===== src/srk_pkg.sv =====
/*
  Shared constants for the socket receive-pointer / keep-alive register slice.
  Assumes a single 250 MHz clock and byte-wide register access.
*/
// ==========================================================================
// Package
// ==========================================================================
package srk_pkg;
  // Register byte offsets (MSB at the lower address)
  localparam logic [7:0] OFF_RSR_HI   = 8'h26;
  localparam logic [7:0] OFF_RSR_LO   = 8'h27;
  localparam logic [7:0] OFF_RD_HI    = 8'h28;
  localparam logic [7:0] OFF_RD_LO    = 8'h29;
  localparam logic [7:0] OFF_WR_HI    = 8'h2a;
  localparam logic [7:0] OFF_WR_LO    = 8'h2b;
  localparam logic [7:0] OFF_IMR      = 8'h2c;
  localparam logic [7:0] OFF_FRAG_HI  = 8'h2d;
  localparam logic [7:0] OFF_FRAG_LO  = 8'h2e;
  localparam logic [7:0] OFF_KPALV    = 8'h2f;
  localparam logic [7:0] OFF_MODE     = 8'h00;
  localparam logic [7:0] OFF_CMD      = 8'h01;
  localparam logic [7:0] OFF_IRQ      = 8'h02;
  localparam logic [7:0] OFF_STATE    = 8'h03;
  localparam logic [7:0] OFF_SUMMARY  = 8'h04;
  localparam logic [7:0] OFF_RXBUF    = 8'h1e;
  // Reset values
  localparam logic [15:0] RST_PTR     = 16'h0000;
  localparam logic [7:0]  RST_IMR     = 8'hff;
  localparam logic [15:0] RST_FRAG    = 16'h4000;
  localparam logic [7:0]  RST_KPALV   = 8'h00;
  localparam logic [7:0]  RST_RXBUF   = 8'h02;
  // Field layout
  localparam int IRQ_SEND_OK = 4;
  localparam int IRQ_TIMEOUT = 3;
  localparam int IRQ_RECEIVE_DONE_CMD    = 2;
  localparam int IRQ_PEER_CLOSED_FLAG  = 1;
  localparam int IRQ_CON     = 0;
  localparam logic [7:0] IRQ_VALID   = 8'h1f;
  localparam logic [3:0] PROTO_TCP   = 4'h1;
  // Commands
  localparam logic [7:0] CMD_OPEN    = 8'h01;
  localparam logic [7:0] CMD_RECEIVE_DONE_CMD    = 8'h40;
  localparam logic [7:0] CMD_KEEP    = 8'h22;
  // Socket states
  localparam logic [7:0] ST_CLOSED   = 8'h00;
  localparam logic [7:0] ST_CONN     = 8'h17;
  // Timing
  localparam longint CLK_HZ          = 250000000;
  localparam longint KA_UNIT_S       = 5;
  localparam longint KA_UNIT_CYC     = CLK_HZ * KA_UNIT_S;
  localparam int     HOST_RD_TRIES   = 3;
endpackage


===== src/srk_if.sv =====
/*
  Byte register link between host controller and socket register slice.
  Assumes both ends share ref_clk; reads answer one cycle after the strobe.
*/
// ==========================================================================
// Interface
// ==========================================================================
interface srk_if;
  logic [7:0] addr;
  logic [7:0] wdata;
  logic       wr;
  logic       rd;
  logic [7:0] rdata;
  logic       host_irq_pin_low_n;
  modport device (input addr, input wdata, input wr, input rd, output rdata, output host_irq_pin_low_n);
  modport host   (output addr, output wdata, output wr, output rd, input rdata, input host_irq_pin_low_n);
endinterface


===== src/srk_ka_timer.sv =====
/*
  Keep-alive period timer: prescaled 5 s ticks, counted against a period.
  Assumes the enclosing slice gates it with TCP mode and connection state.
*/
// ==========================================================================
// Keep-alive timer
// ==========================================================================
module srk_ka_timer #(
  parameter longint UNIT_CYC = srk_pkg::KA_UNIT_CYC
) (
  input  wire logic       ref_clk,
  input  wire logic       reset,
  input  wire logic       run,
  input  wire logic [7:0] period,
  input  wire logic       restart,
  output logic            fire
);
  logic [31:0] pre;
  logic [7:0]  units;
  logic        tick;

  assign tick = (pre == 32'(UNIT_CYC - 1));

  // Prescaler to the 5 s unit, restarted after each probe
  always_ff @(posedge ref_clk) begin
    if (reset || !run || restart || tick) begin
      pre <= 32'h0000_0000;
    end else begin
      pre <= pre + 32'h0000_0001;
    end
  end

  // Unit counter; fires a one-cycle pulse when period elapses
  always_ff @(posedge ref_clk) begin
    if (reset || !run || restart) begin
      units <= 8'h00;
      fire  <= 1'b0;
    end else begin
      fire <= 1'b0;
      if (tick) begin
        if (units + 8'h01 >= period) begin
          units <= 8'h00;
          fire  <= 1'b1;
        end else begin
          units <= units + 8'h01;
        end
      end
    end
  end
endmodule // srk_ka_timer


===== src/srk_device.sv =====
/*
  Socket register slice: receive pointers, interrupt mask, fragment field,
  keep-alive. Assumes a byte register port and event inputs from the engine.
*/
// Implementation choice: the address-and-strobe port.
module srk_device #(
  parameter longint KA_UNIT_CYC = srk_pkg::KA_UNIT_CYC
) (
  input  wire logic        ref_clk,
  input  wire logic        reset,
  srk_if.device            bus,
  input  wire logic        rx_store,
  input  wire logic [15:0] rx_store_len,
  input  wire logic        ev_send_ok,
  input  wire logic        ev_timeout,
  input  wire logic        ev_peer_closed_flag,
  input  wire logic        ev_con,
  input  wire logic        data_moved,
  input  wire logic [7:0]  socket_state,
  output logic [15:0]      ip_fragment_field,
  output logic [15:0]      rx_freed_ptr,
  output logic             liveness_probe_packet
);
  logic [15:0] rx_read_pointer;
  logic [15:0] rx_write_pointer;
  logic [15:0] rx_received_size;
  logic [7:0]  socket_irq_mask;
  logic [7:0]  socket_irq_flags;
  logic [7:0]  keepalive_period;
  logic [7:0]  socket_mode_reg;
  logic [7:0]  rx_buffer_size;
  logic        socket_irq_summary;
  logic        traffic_seen;
  logic        is_tcp;
  logic        ka_run;
  logic        ka_fire;
  logic        cmd_wr;
  logic        do_open;
  logic        do_receive_done_cmd;
  logic        do_keep;
  logic        manual_probe;
  logic [7:0]  ev_vec;
  logic [7:0]  next_flags;

  // ========================================================================
  // Command decode
  // ========================================================================
  assign cmd_wr  = bus.wr && (bus.addr == srk_pkg::OFF_CMD);
  assign do_open = cmd_wr && (bus.wdata == srk_pkg::CMD_OPEN);
  assign do_receive_done_cmd = cmd_wr && (bus.wdata == srk_pkg::CMD_RECEIVE_DONE_CMD);
  assign do_keep = cmd_wr && (bus.wdata == srk_pkg::CMD_KEEP);
  assign is_tcp  = (socket_mode_reg[3:0] == srk_pkg::PROTO_TCP);

  // ========================================================================
  // Receive pointers
  // ========================================================================
  // Size is a modulo-65536 difference of the pointers
  assign rx_received_size = rx_write_pointer - rx_read_pointer;

  // Read pointer: host writes bytes, open clears it
  always_ff @(posedge ref_clk) begin
    if (reset || do_open) begin
      rx_read_pointer <= srk_pkg::RST_PTR;
    end else if (bus.wr && bus.addr == srk_pkg::OFF_RD_HI) begin
      rx_read_pointer[15:8] <= bus.wdata;
    end else if (bus.wr && bus.addr == srk_pkg::OFF_RD_LO) begin
      rx_read_pointer[7:0] <= bus.wdata;
    end
  end

  // Write pointer advances on stored data, carry dropped
  always_ff @(posedge ref_clk) begin
    if (reset || do_open) begin
      rx_write_pointer <= srk_pkg::RST_PTR;
    end else if (rx_store) begin
      rx_write_pointer <= rx_write_pointer + rx_store_len;
    end
  end

  // Freed-space boundary follows the read pointer only on receive-done
  always_ff @(posedge ref_clk) begin
    if (reset || do_open) begin
      rx_freed_ptr <= srk_pkg::RST_PTR;
    end else if (do_receive_done_cmd) begin
      rx_freed_ptr <= rx_read_pointer;
    end
  end

  // ========================================================================
  // Configuration registers
  // ========================================================================
  always_ff @(posedge ref_clk) begin
    if (reset) begin
      socket_irq_mask   <= srk_pkg::RST_IMR;
      ip_fragment_field <= srk_pkg::RST_FRAG;
      keepalive_period  <= srk_pkg::RST_KPALV;
      socket_mode_reg   <= 8'h00;
      rx_buffer_size    <= srk_pkg::RST_RXBUF;
    end else if (bus.wr) begin
      unique case (bus.addr)
        srk_pkg::OFF_IMR:     socket_irq_mask <= bus.wdata & srk_pkg::IRQ_VALID;
        srk_pkg::OFF_FRAG_HI: ip_fragment_field[15:8] <= bus.wdata;
        srk_pkg::OFF_FRAG_LO: ip_fragment_field[7:0] <= bus.wdata;
        srk_pkg::OFF_KPALV:   keepalive_period <= bus.wdata;
        srk_pkg::OFF_MODE:    socket_mode_reg <= bus.wdata;
        srk_pkg::OFF_RXBUF:   rx_buffer_size <= bus.wdata;
        default: ;
      endcase
    end
  end

  // ========================================================================
  // Interrupt flags
  // ========================================================================
  // Event vector in flag bit order
  always_comb begin
    ev_vec = 8'h00;
    ev_vec[srk_pkg::IRQ_SEND_OK] = ev_send_ok;
    ev_vec[srk_pkg::IRQ_TIMEOUT] = ev_timeout;
    ev_vec[srk_pkg::IRQ_RECEIVE_DONE_CMD]    = rx_store;
    ev_vec[srk_pkg::IRQ_PEER_CLOSED_FLAG]  = ev_peer_closed_flag;
    ev_vec[srk_pkg::IRQ_CON]     = ev_con;
    next_flags = socket_irq_flags;
    if (bus.wr && bus.addr == srk_pkg::OFF_IRQ) begin
      next_flags = next_flags & ~bus.wdata; // Write one to clear
    end
    next_flags = next_flags | (ev_vec & socket_irq_mask); // set wins
  end

  always_ff @(posedge ref_clk) begin
    if (reset) begin
      socket_irq_flags <= 8'h00;
    end else begin
      socket_irq_flags <= next_flags & srk_pkg::IRQ_VALID;
    end
  end

  // Summary bit and active-low host pin
  assign socket_irq_summary = |socket_irq_flags;
  assign bus.host_irq_pin_low_n = ~(|(socket_irq_mask & socket_irq_flags) & socket_irq_summary);

  // ========================================================================
  // Keep-alive
  // ========================================================================
  // Data seen since connection established
  always_ff @(posedge ref_clk) begin
    if (reset || do_open || socket_state != srk_pkg::ST_CONN) begin
      traffic_seen <= 1'b0;
    end else if (data_moved) begin
      traffic_seen <= 1'b1;
    end
  end

  assign ka_run = is_tcp && traffic_seen && (keepalive_period != 8'h00);

  // Manual probe is taken only with the automatic period at zero
  assign manual_probe = do_keep && (keepalive_period == 8'h00) && is_tcp && traffic_seen;

  srk_ka_timer #(.UNIT_CYC(KA_UNIT_CYC)) u_ka (
    .ref_clk (ref_clk),
    .reset   (reset),
    .run     (ka_run),
    .period  (keepalive_period),
    .restart (manual_probe), // automatic probes restart at the timer's own wrap
    .fire    (ka_fire)
  );

  // Probe pulse: automatic or manual (manual only when period is zero)
  always_ff @(posedge ref_clk) begin
    if (reset) begin
      liveness_probe_packet <= 1'b0;
    end else begin
      liveness_probe_packet <= ka_fire || manual_probe;
    end
  end

  // ========================================================================
  // Read data
  // ========================================================================
  always_ff @(posedge ref_clk) begin
    if (reset || !bus.rd) begin
      bus.rdata <= 8'h00;
    end else begin
      unique case (bus.addr)
        srk_pkg::OFF_RSR_HI:  bus.rdata <= rx_received_size[15:8];
        srk_pkg::OFF_RSR_LO:  bus.rdata <= rx_received_size[7:0];
        srk_pkg::OFF_RD_HI:   bus.rdata <= rx_read_pointer[15:8];
        srk_pkg::OFF_RD_LO:   bus.rdata <= rx_read_pointer[7:0];
        srk_pkg::OFF_WR_HI:   bus.rdata <= rx_write_pointer[15:8];
        srk_pkg::OFF_WR_LO:   bus.rdata <= rx_write_pointer[7:0];
        srk_pkg::OFF_IMR:     bus.rdata <= socket_irq_mask;
        srk_pkg::OFF_FRAG_HI: bus.rdata <= ip_fragment_field[15:8];
        srk_pkg::OFF_FRAG_LO: bus.rdata <= ip_fragment_field[7:0];
        srk_pkg::OFF_KPALV:   bus.rdata <= keepalive_period;
        srk_pkg::OFF_MODE:    bus.rdata <= socket_mode_reg;
        srk_pkg::OFF_IRQ:     bus.rdata <= socket_irq_flags;
        srk_pkg::OFF_STATE:   bus.rdata <= socket_state;
        srk_pkg::OFF_SUMMARY: bus.rdata <= {7'h00, socket_irq_summary};
        srk_pkg::OFF_RXBUF:   bus.rdata <= rx_buffer_size;
        default:              bus.rdata <= 8'h00;
      endcase
    end
  end
endmodule // srk_device


===== src/flat_wrapper.sv =====
// flat-port wrapper written by rule: the top's interface ports become plain ports
module srk_device_flat 
#(
  parameter longint KA_UNIT_CYC = srk_pkg::KA_UNIT_CYC
)
  (ref_clk, reset, rx_store, rx_store_len, ev_send_ok, ev_timeout, ev_peer_closed_flag, ev_con, data_moved, socket_state, ip_fragment_field, rx_freed_ptr, liveness_probe_packet, bus_addr, bus_wdata, bus_wr, bus_rd, bus_rdata, bus_host_irq_pin_low_n);
  srk_if bus_i ();
  input  wire logic ref_clk;
  input  wire logic reset;
  input  wire logic rx_store;
  input  wire logic [15:0] rx_store_len;
  input  wire logic ev_send_ok;
  input  wire logic ev_timeout;
  input  wire logic ev_peer_closed_flag;
  input  wire logic ev_con;
  input  wire logic data_moved;
  input  wire logic [7:0] socket_state;
  output logic [15:0] ip_fragment_field;
  output logic [15:0] rx_freed_ptr;
  output logic liveness_probe_packet;
  input wire logic [$bits(bus_i.addr)-1:0] bus_addr;
  input wire logic [$bits(bus_i.wdata)-1:0] bus_wdata;
  input wire logic [$bits(bus_i.wr)-1:0] bus_wr;
  input wire logic [$bits(bus_i.rd)-1:0] bus_rd;
  output wire logic [$bits(bus_i.rdata)-1:0] bus_rdata;
  output wire logic [$bits(bus_i.host_irq_pin_low_n)-1:0] bus_host_irq_pin_low_n;
  assign bus_i.addr = bus_addr;
  assign bus_i.wdata = bus_wdata;
  assign bus_i.wr = bus_wr;
  assign bus_i.rd = bus_rd;
  assign bus_rdata = bus_i.rdata;
  assign bus_host_irq_pin_low_n = bus_i.host_irq_pin_low_n;
  srk_device #(.KA_UNIT_CYC(KA_UNIT_CYC)) u_core (.ref_clk(ref_clk), .reset(reset), .bus(bus_i), .rx_store(rx_store), .rx_store_len(rx_store_len), .ev_send_ok(ev_send_ok), .ev_timeout(ev_timeout), .ev_peer_closed_flag(ev_peer_closed_flag), .ev_con(ev_con), .data_moved(data_moved), .socket_state(socket_state), .ip_fragment_field(ip_fragment_field), .rx_freed_ptr(rx_freed_ptr), .liveness_probe_packet(liveness_probe_packet));
endmodule

===== config.mk =====
export PLATFORM = sky130hd
export DESIGN_NAME = srk_device_flat
export DESIGN_NICKNAME = d
export VERILOG_FILES = /design/src/srk_pkg.sv /design/src/srk_if.sv /design/src/srk_ka_timer.sv /design/src/srk_device.sv /design/src/flat_wrapper.sv
export SDC_FILE = /design/constraint.sdc
export NUM_CORES = 1
export LEC_CHECK = 0
export BUFFER_PORTS_ARGS = -buffer_cell sky130_fd_sc_hd__buf_2
export CORE_ASPECT_RATIO = 1.1
export CORE_MARGIN = 2
export CORE_UTILIZATION = 54
export CTS_CLUSTER_SIZE = 40
export DETAILED_ROUTE_END_ITERATION = 12
export GPL_TIMING_DRIVEN = 0
export HOLD_SLACK_MARGIN = 0.15
export PLACE_DENSITY = 0.74
export SYNTH_ARGS = -nofsm -noshare
export SYNTH_HDL_FRONTEND = slang
export SYNTH_SLANG_ARGS = --single-unit

===== constraint.sdc =====
create_clock -name ref_clk -period 3.55 [get_ports ref_clk]
set_input_delay 1.065 -clock ref_clk [delete_from_list [all_inputs] [get_ports ref_clk]]
set_output_delay 1.065 -clock ref_clk [all_outputs]
set_load 0.01 [all_outputs]

==> run metrics <==
CTS tree built; worst vdd ir 0.316 mV; Synth cell types 72; grt ovf 0; Worst path max stage delay around 540 ps; Seq/Total Area, Yosys 35.5%; diode count 0; Leakage between 3 and 4 nW; RSZ-0062 raised after global routing false; PostCTS Resize Cnt 0; Combinational Power Share between 15 and 20%; vias a little over 8,000; syn avg cell area 7.95 sq um; core footprint 15,200 sq um; register with the most flip-flops u_core.u_ka.pre; Synth area leader dfxtp_1; Die X-Extent ~120 um; FMAX between 300 and 400 MHz; wire length on met1 a little over 10,000 um; most frequent cell after synthesis nor2_1; Critical Path Stages 10; synthesized area ~8500 sq um; Total Routing Usage GR a little under a third; Die H roughly 140 um; placed inst area 9140 sq um; WL final ~26,000 um; worst path cell trace ha_1 -> nand3_1 -> nor2_1 -> xnor2_1 -> ha_1 -> a21o_1 -> a221o_1 -> a31oi_1 -> or3b_1 -> o22ai_1; Skew-Pair Late Insertion Delay between 400 and 500 ps; PortBufs 88; CP endpoint kind register; first-pass GRT wire length around 40,000 um; CTS Sinks 150; Crit. Startpoint u_core.u_ka.units[0]; Worst Path Arrival between 3000 and 4000 ps; Mapped Cells about 1,100; Tcrit/Tclk final between 80% and 90%; crit start category register; crit path buf inv count 0; worst-path fanout max 9; First-pass DRT Iterations 8; Max Cap Viol 0; Num CTS Buffers 17; antenna violations before repair 0; Starting Density a little under three fifths; WL met2 12,400 um; required time worst endpoint a little under 4000 ps; FFs w/ async S/R, synth 0%; drt wl/cell between 15 and 20 um; Worst-Margin Slew 741 ps; number of DRC markers in iteration 0 672; PD cells approximately 450 nW/um^2; setup violators final 0; layout cells sized above 1 a little over an eighth; sequential power share approximately two fifths; max_slew headroom 50.6%; Most used DFF post-synth dfxtp_1; Rows 47; Net Sw Frac 27.3%; worst setup skew after layout between 9 and 10 ps; Post-synth EDFFs 0; Worst Path Class, Setup reg -> reg; Area growth, synth to finish 15.6%; top sig layer met4; Post-DRT Antenna Nets 0; die area about 17,000 sq um; top post-synthesis cells by area dfxtp_1, nor2_1, a21oi_1, ha_1, nand2_1; hold path start u_core.rx_freed_ptr[9]; R2R Path Start u_core.u_ka.units[0]; setup repair bufs after CTS 0; Largest register FFs 32; Slew Viols, Final 0; worst-case clock buffer depth 2; worst hold slack about 450 ps; met3 WL post-DR around 1800 um; vias in the first global route ~7,500; clk slew on worst S/H paths 60 ps; Top Ports 92; outcome finished, final reports clean; P_int 3.22 mW; Post-Layout Inst Area 9770 sq um; vias per inst ~5.9; Hold Crit Class reg -> reg; yosys warns 0; Syn Nets approximately 1,200; Yosys reg bits 150; largest net degree at the start of global routing 17; endpoints failing hold 0; Nets approximately 1,300; H-tree depth 4; HPWL after detailed placement 19,600 um; fin crit period ~3100 ps; Clk pwr share between 40% and 50%; gpl congestion 1.02; hold buffer count at cts 0; Post-synth top cells nor2_1, dfxtp_1, a21oi_1, nand2_1, inv_1; CTS Root Cell clkbuf_16; total power draw 4.43 mW; Sw Pwr 1.21 mW; Final TNS setup 0 ps; reg2reg path depth 10; slowest stage cell on the critical path a31oi_1; cell family with most CP delay compound AO/OA/AOI/OAI gates; most used cell along the critical path ha_1; post-synth top area share a little over a third; hold path cells 2; DRC errors left 0
==> through the flow <==
| step | std cells | utilization [%] | worst slack (ps) |
|---|---|---|---|
| floorplan | 1063 | - | 491 |
| global placement | 1347 | 60.2 | 137 |
| detailed placement | 1347 | 60.2 | 97.0 |
| CTS | 1379 | 64.4 | 411 |
| global route | 1379 | 64.4 | 217 |
| finish | 1379 | 64.4 | 407 |
==> routing by layer <==
metal | global-route usage, % | vias to the layer above
li1 | - | 3973
met1 | 37.3 | 3792
met2 | 52.9 | 311
met3 | 6.94 | 72
met4 | 14.8 | 0
met5 | 0 | -
==> cell usage in the layout, fill, tap and decap left out, types with 33 or more instances in the layout <==
cell type / instances
nor2_1: 176
buf_2: 103
o21ai_0: 41
dfxtp_1: 150
nand2_1: 93
nand3_1: 45
ha_1: 41
inv_1: 46
mux2i_1: 33
a21oi_1: 103
==> worst reg2reg max path: cells and delay by family (launching register included) <==
kind,cells,cell delay [ps]
adder cells (fa/ha/maj),2,560
AND/OR/NAND/NOR,3,740
XOR/XNOR,1,170
AO/OA/AOI/OAI,4,1170
flip-flops,1,420
==> power by group through the flow <==
stage	registers, mW	clock network [mW]	logic, mW
2_1_floorplan	1.78	0	0.532
3_3_place_gp	1.80	0	0.690
3_5_place_dp	1.80	0	0.696
4_1_cts	1.77	1.97	0.702
5_1_grt	1.77	2.04	0.786
6_report	1.77	1.95	0.714
==> cell type report <==
class	count	area, sq um
flip-flops and latches	150	3000
inverters	51	191
multi-input cells	811	5040
clock inverters	14	198
clock buffers	18	439
fillers	1354	5400
repair buffers	88	440
plain buffers	51	214
well taps	196	245
==> kinds of logic after synthesis <==
kind of cell	share of synthesized area [%]
buffers and inverters	4.80
flip-flops	35.5
AO/OA/AOI/OAI	18.1
AND/OR/NAND/NOR	24.4
adder cells (fa/ha/maj)	6.54
multiplexers	5.37
XOR/XNOR	5.18
==> path summary, 6_finish.rpt <==
| check | endpoint | slack [ps] |
|---|---|---|
| worst min-delay path | u_core.rx_freed_ptr[9] | 450 |
| worst max-delay path | u_core.u_ka.units[1] | 410 |
| worst max register to register | u_core.u_ka.units[1] | 410 |
| worst min register to register | u_core.rx_freed_ptr[9] | 450 |
(Power assumes the default switching activity.)
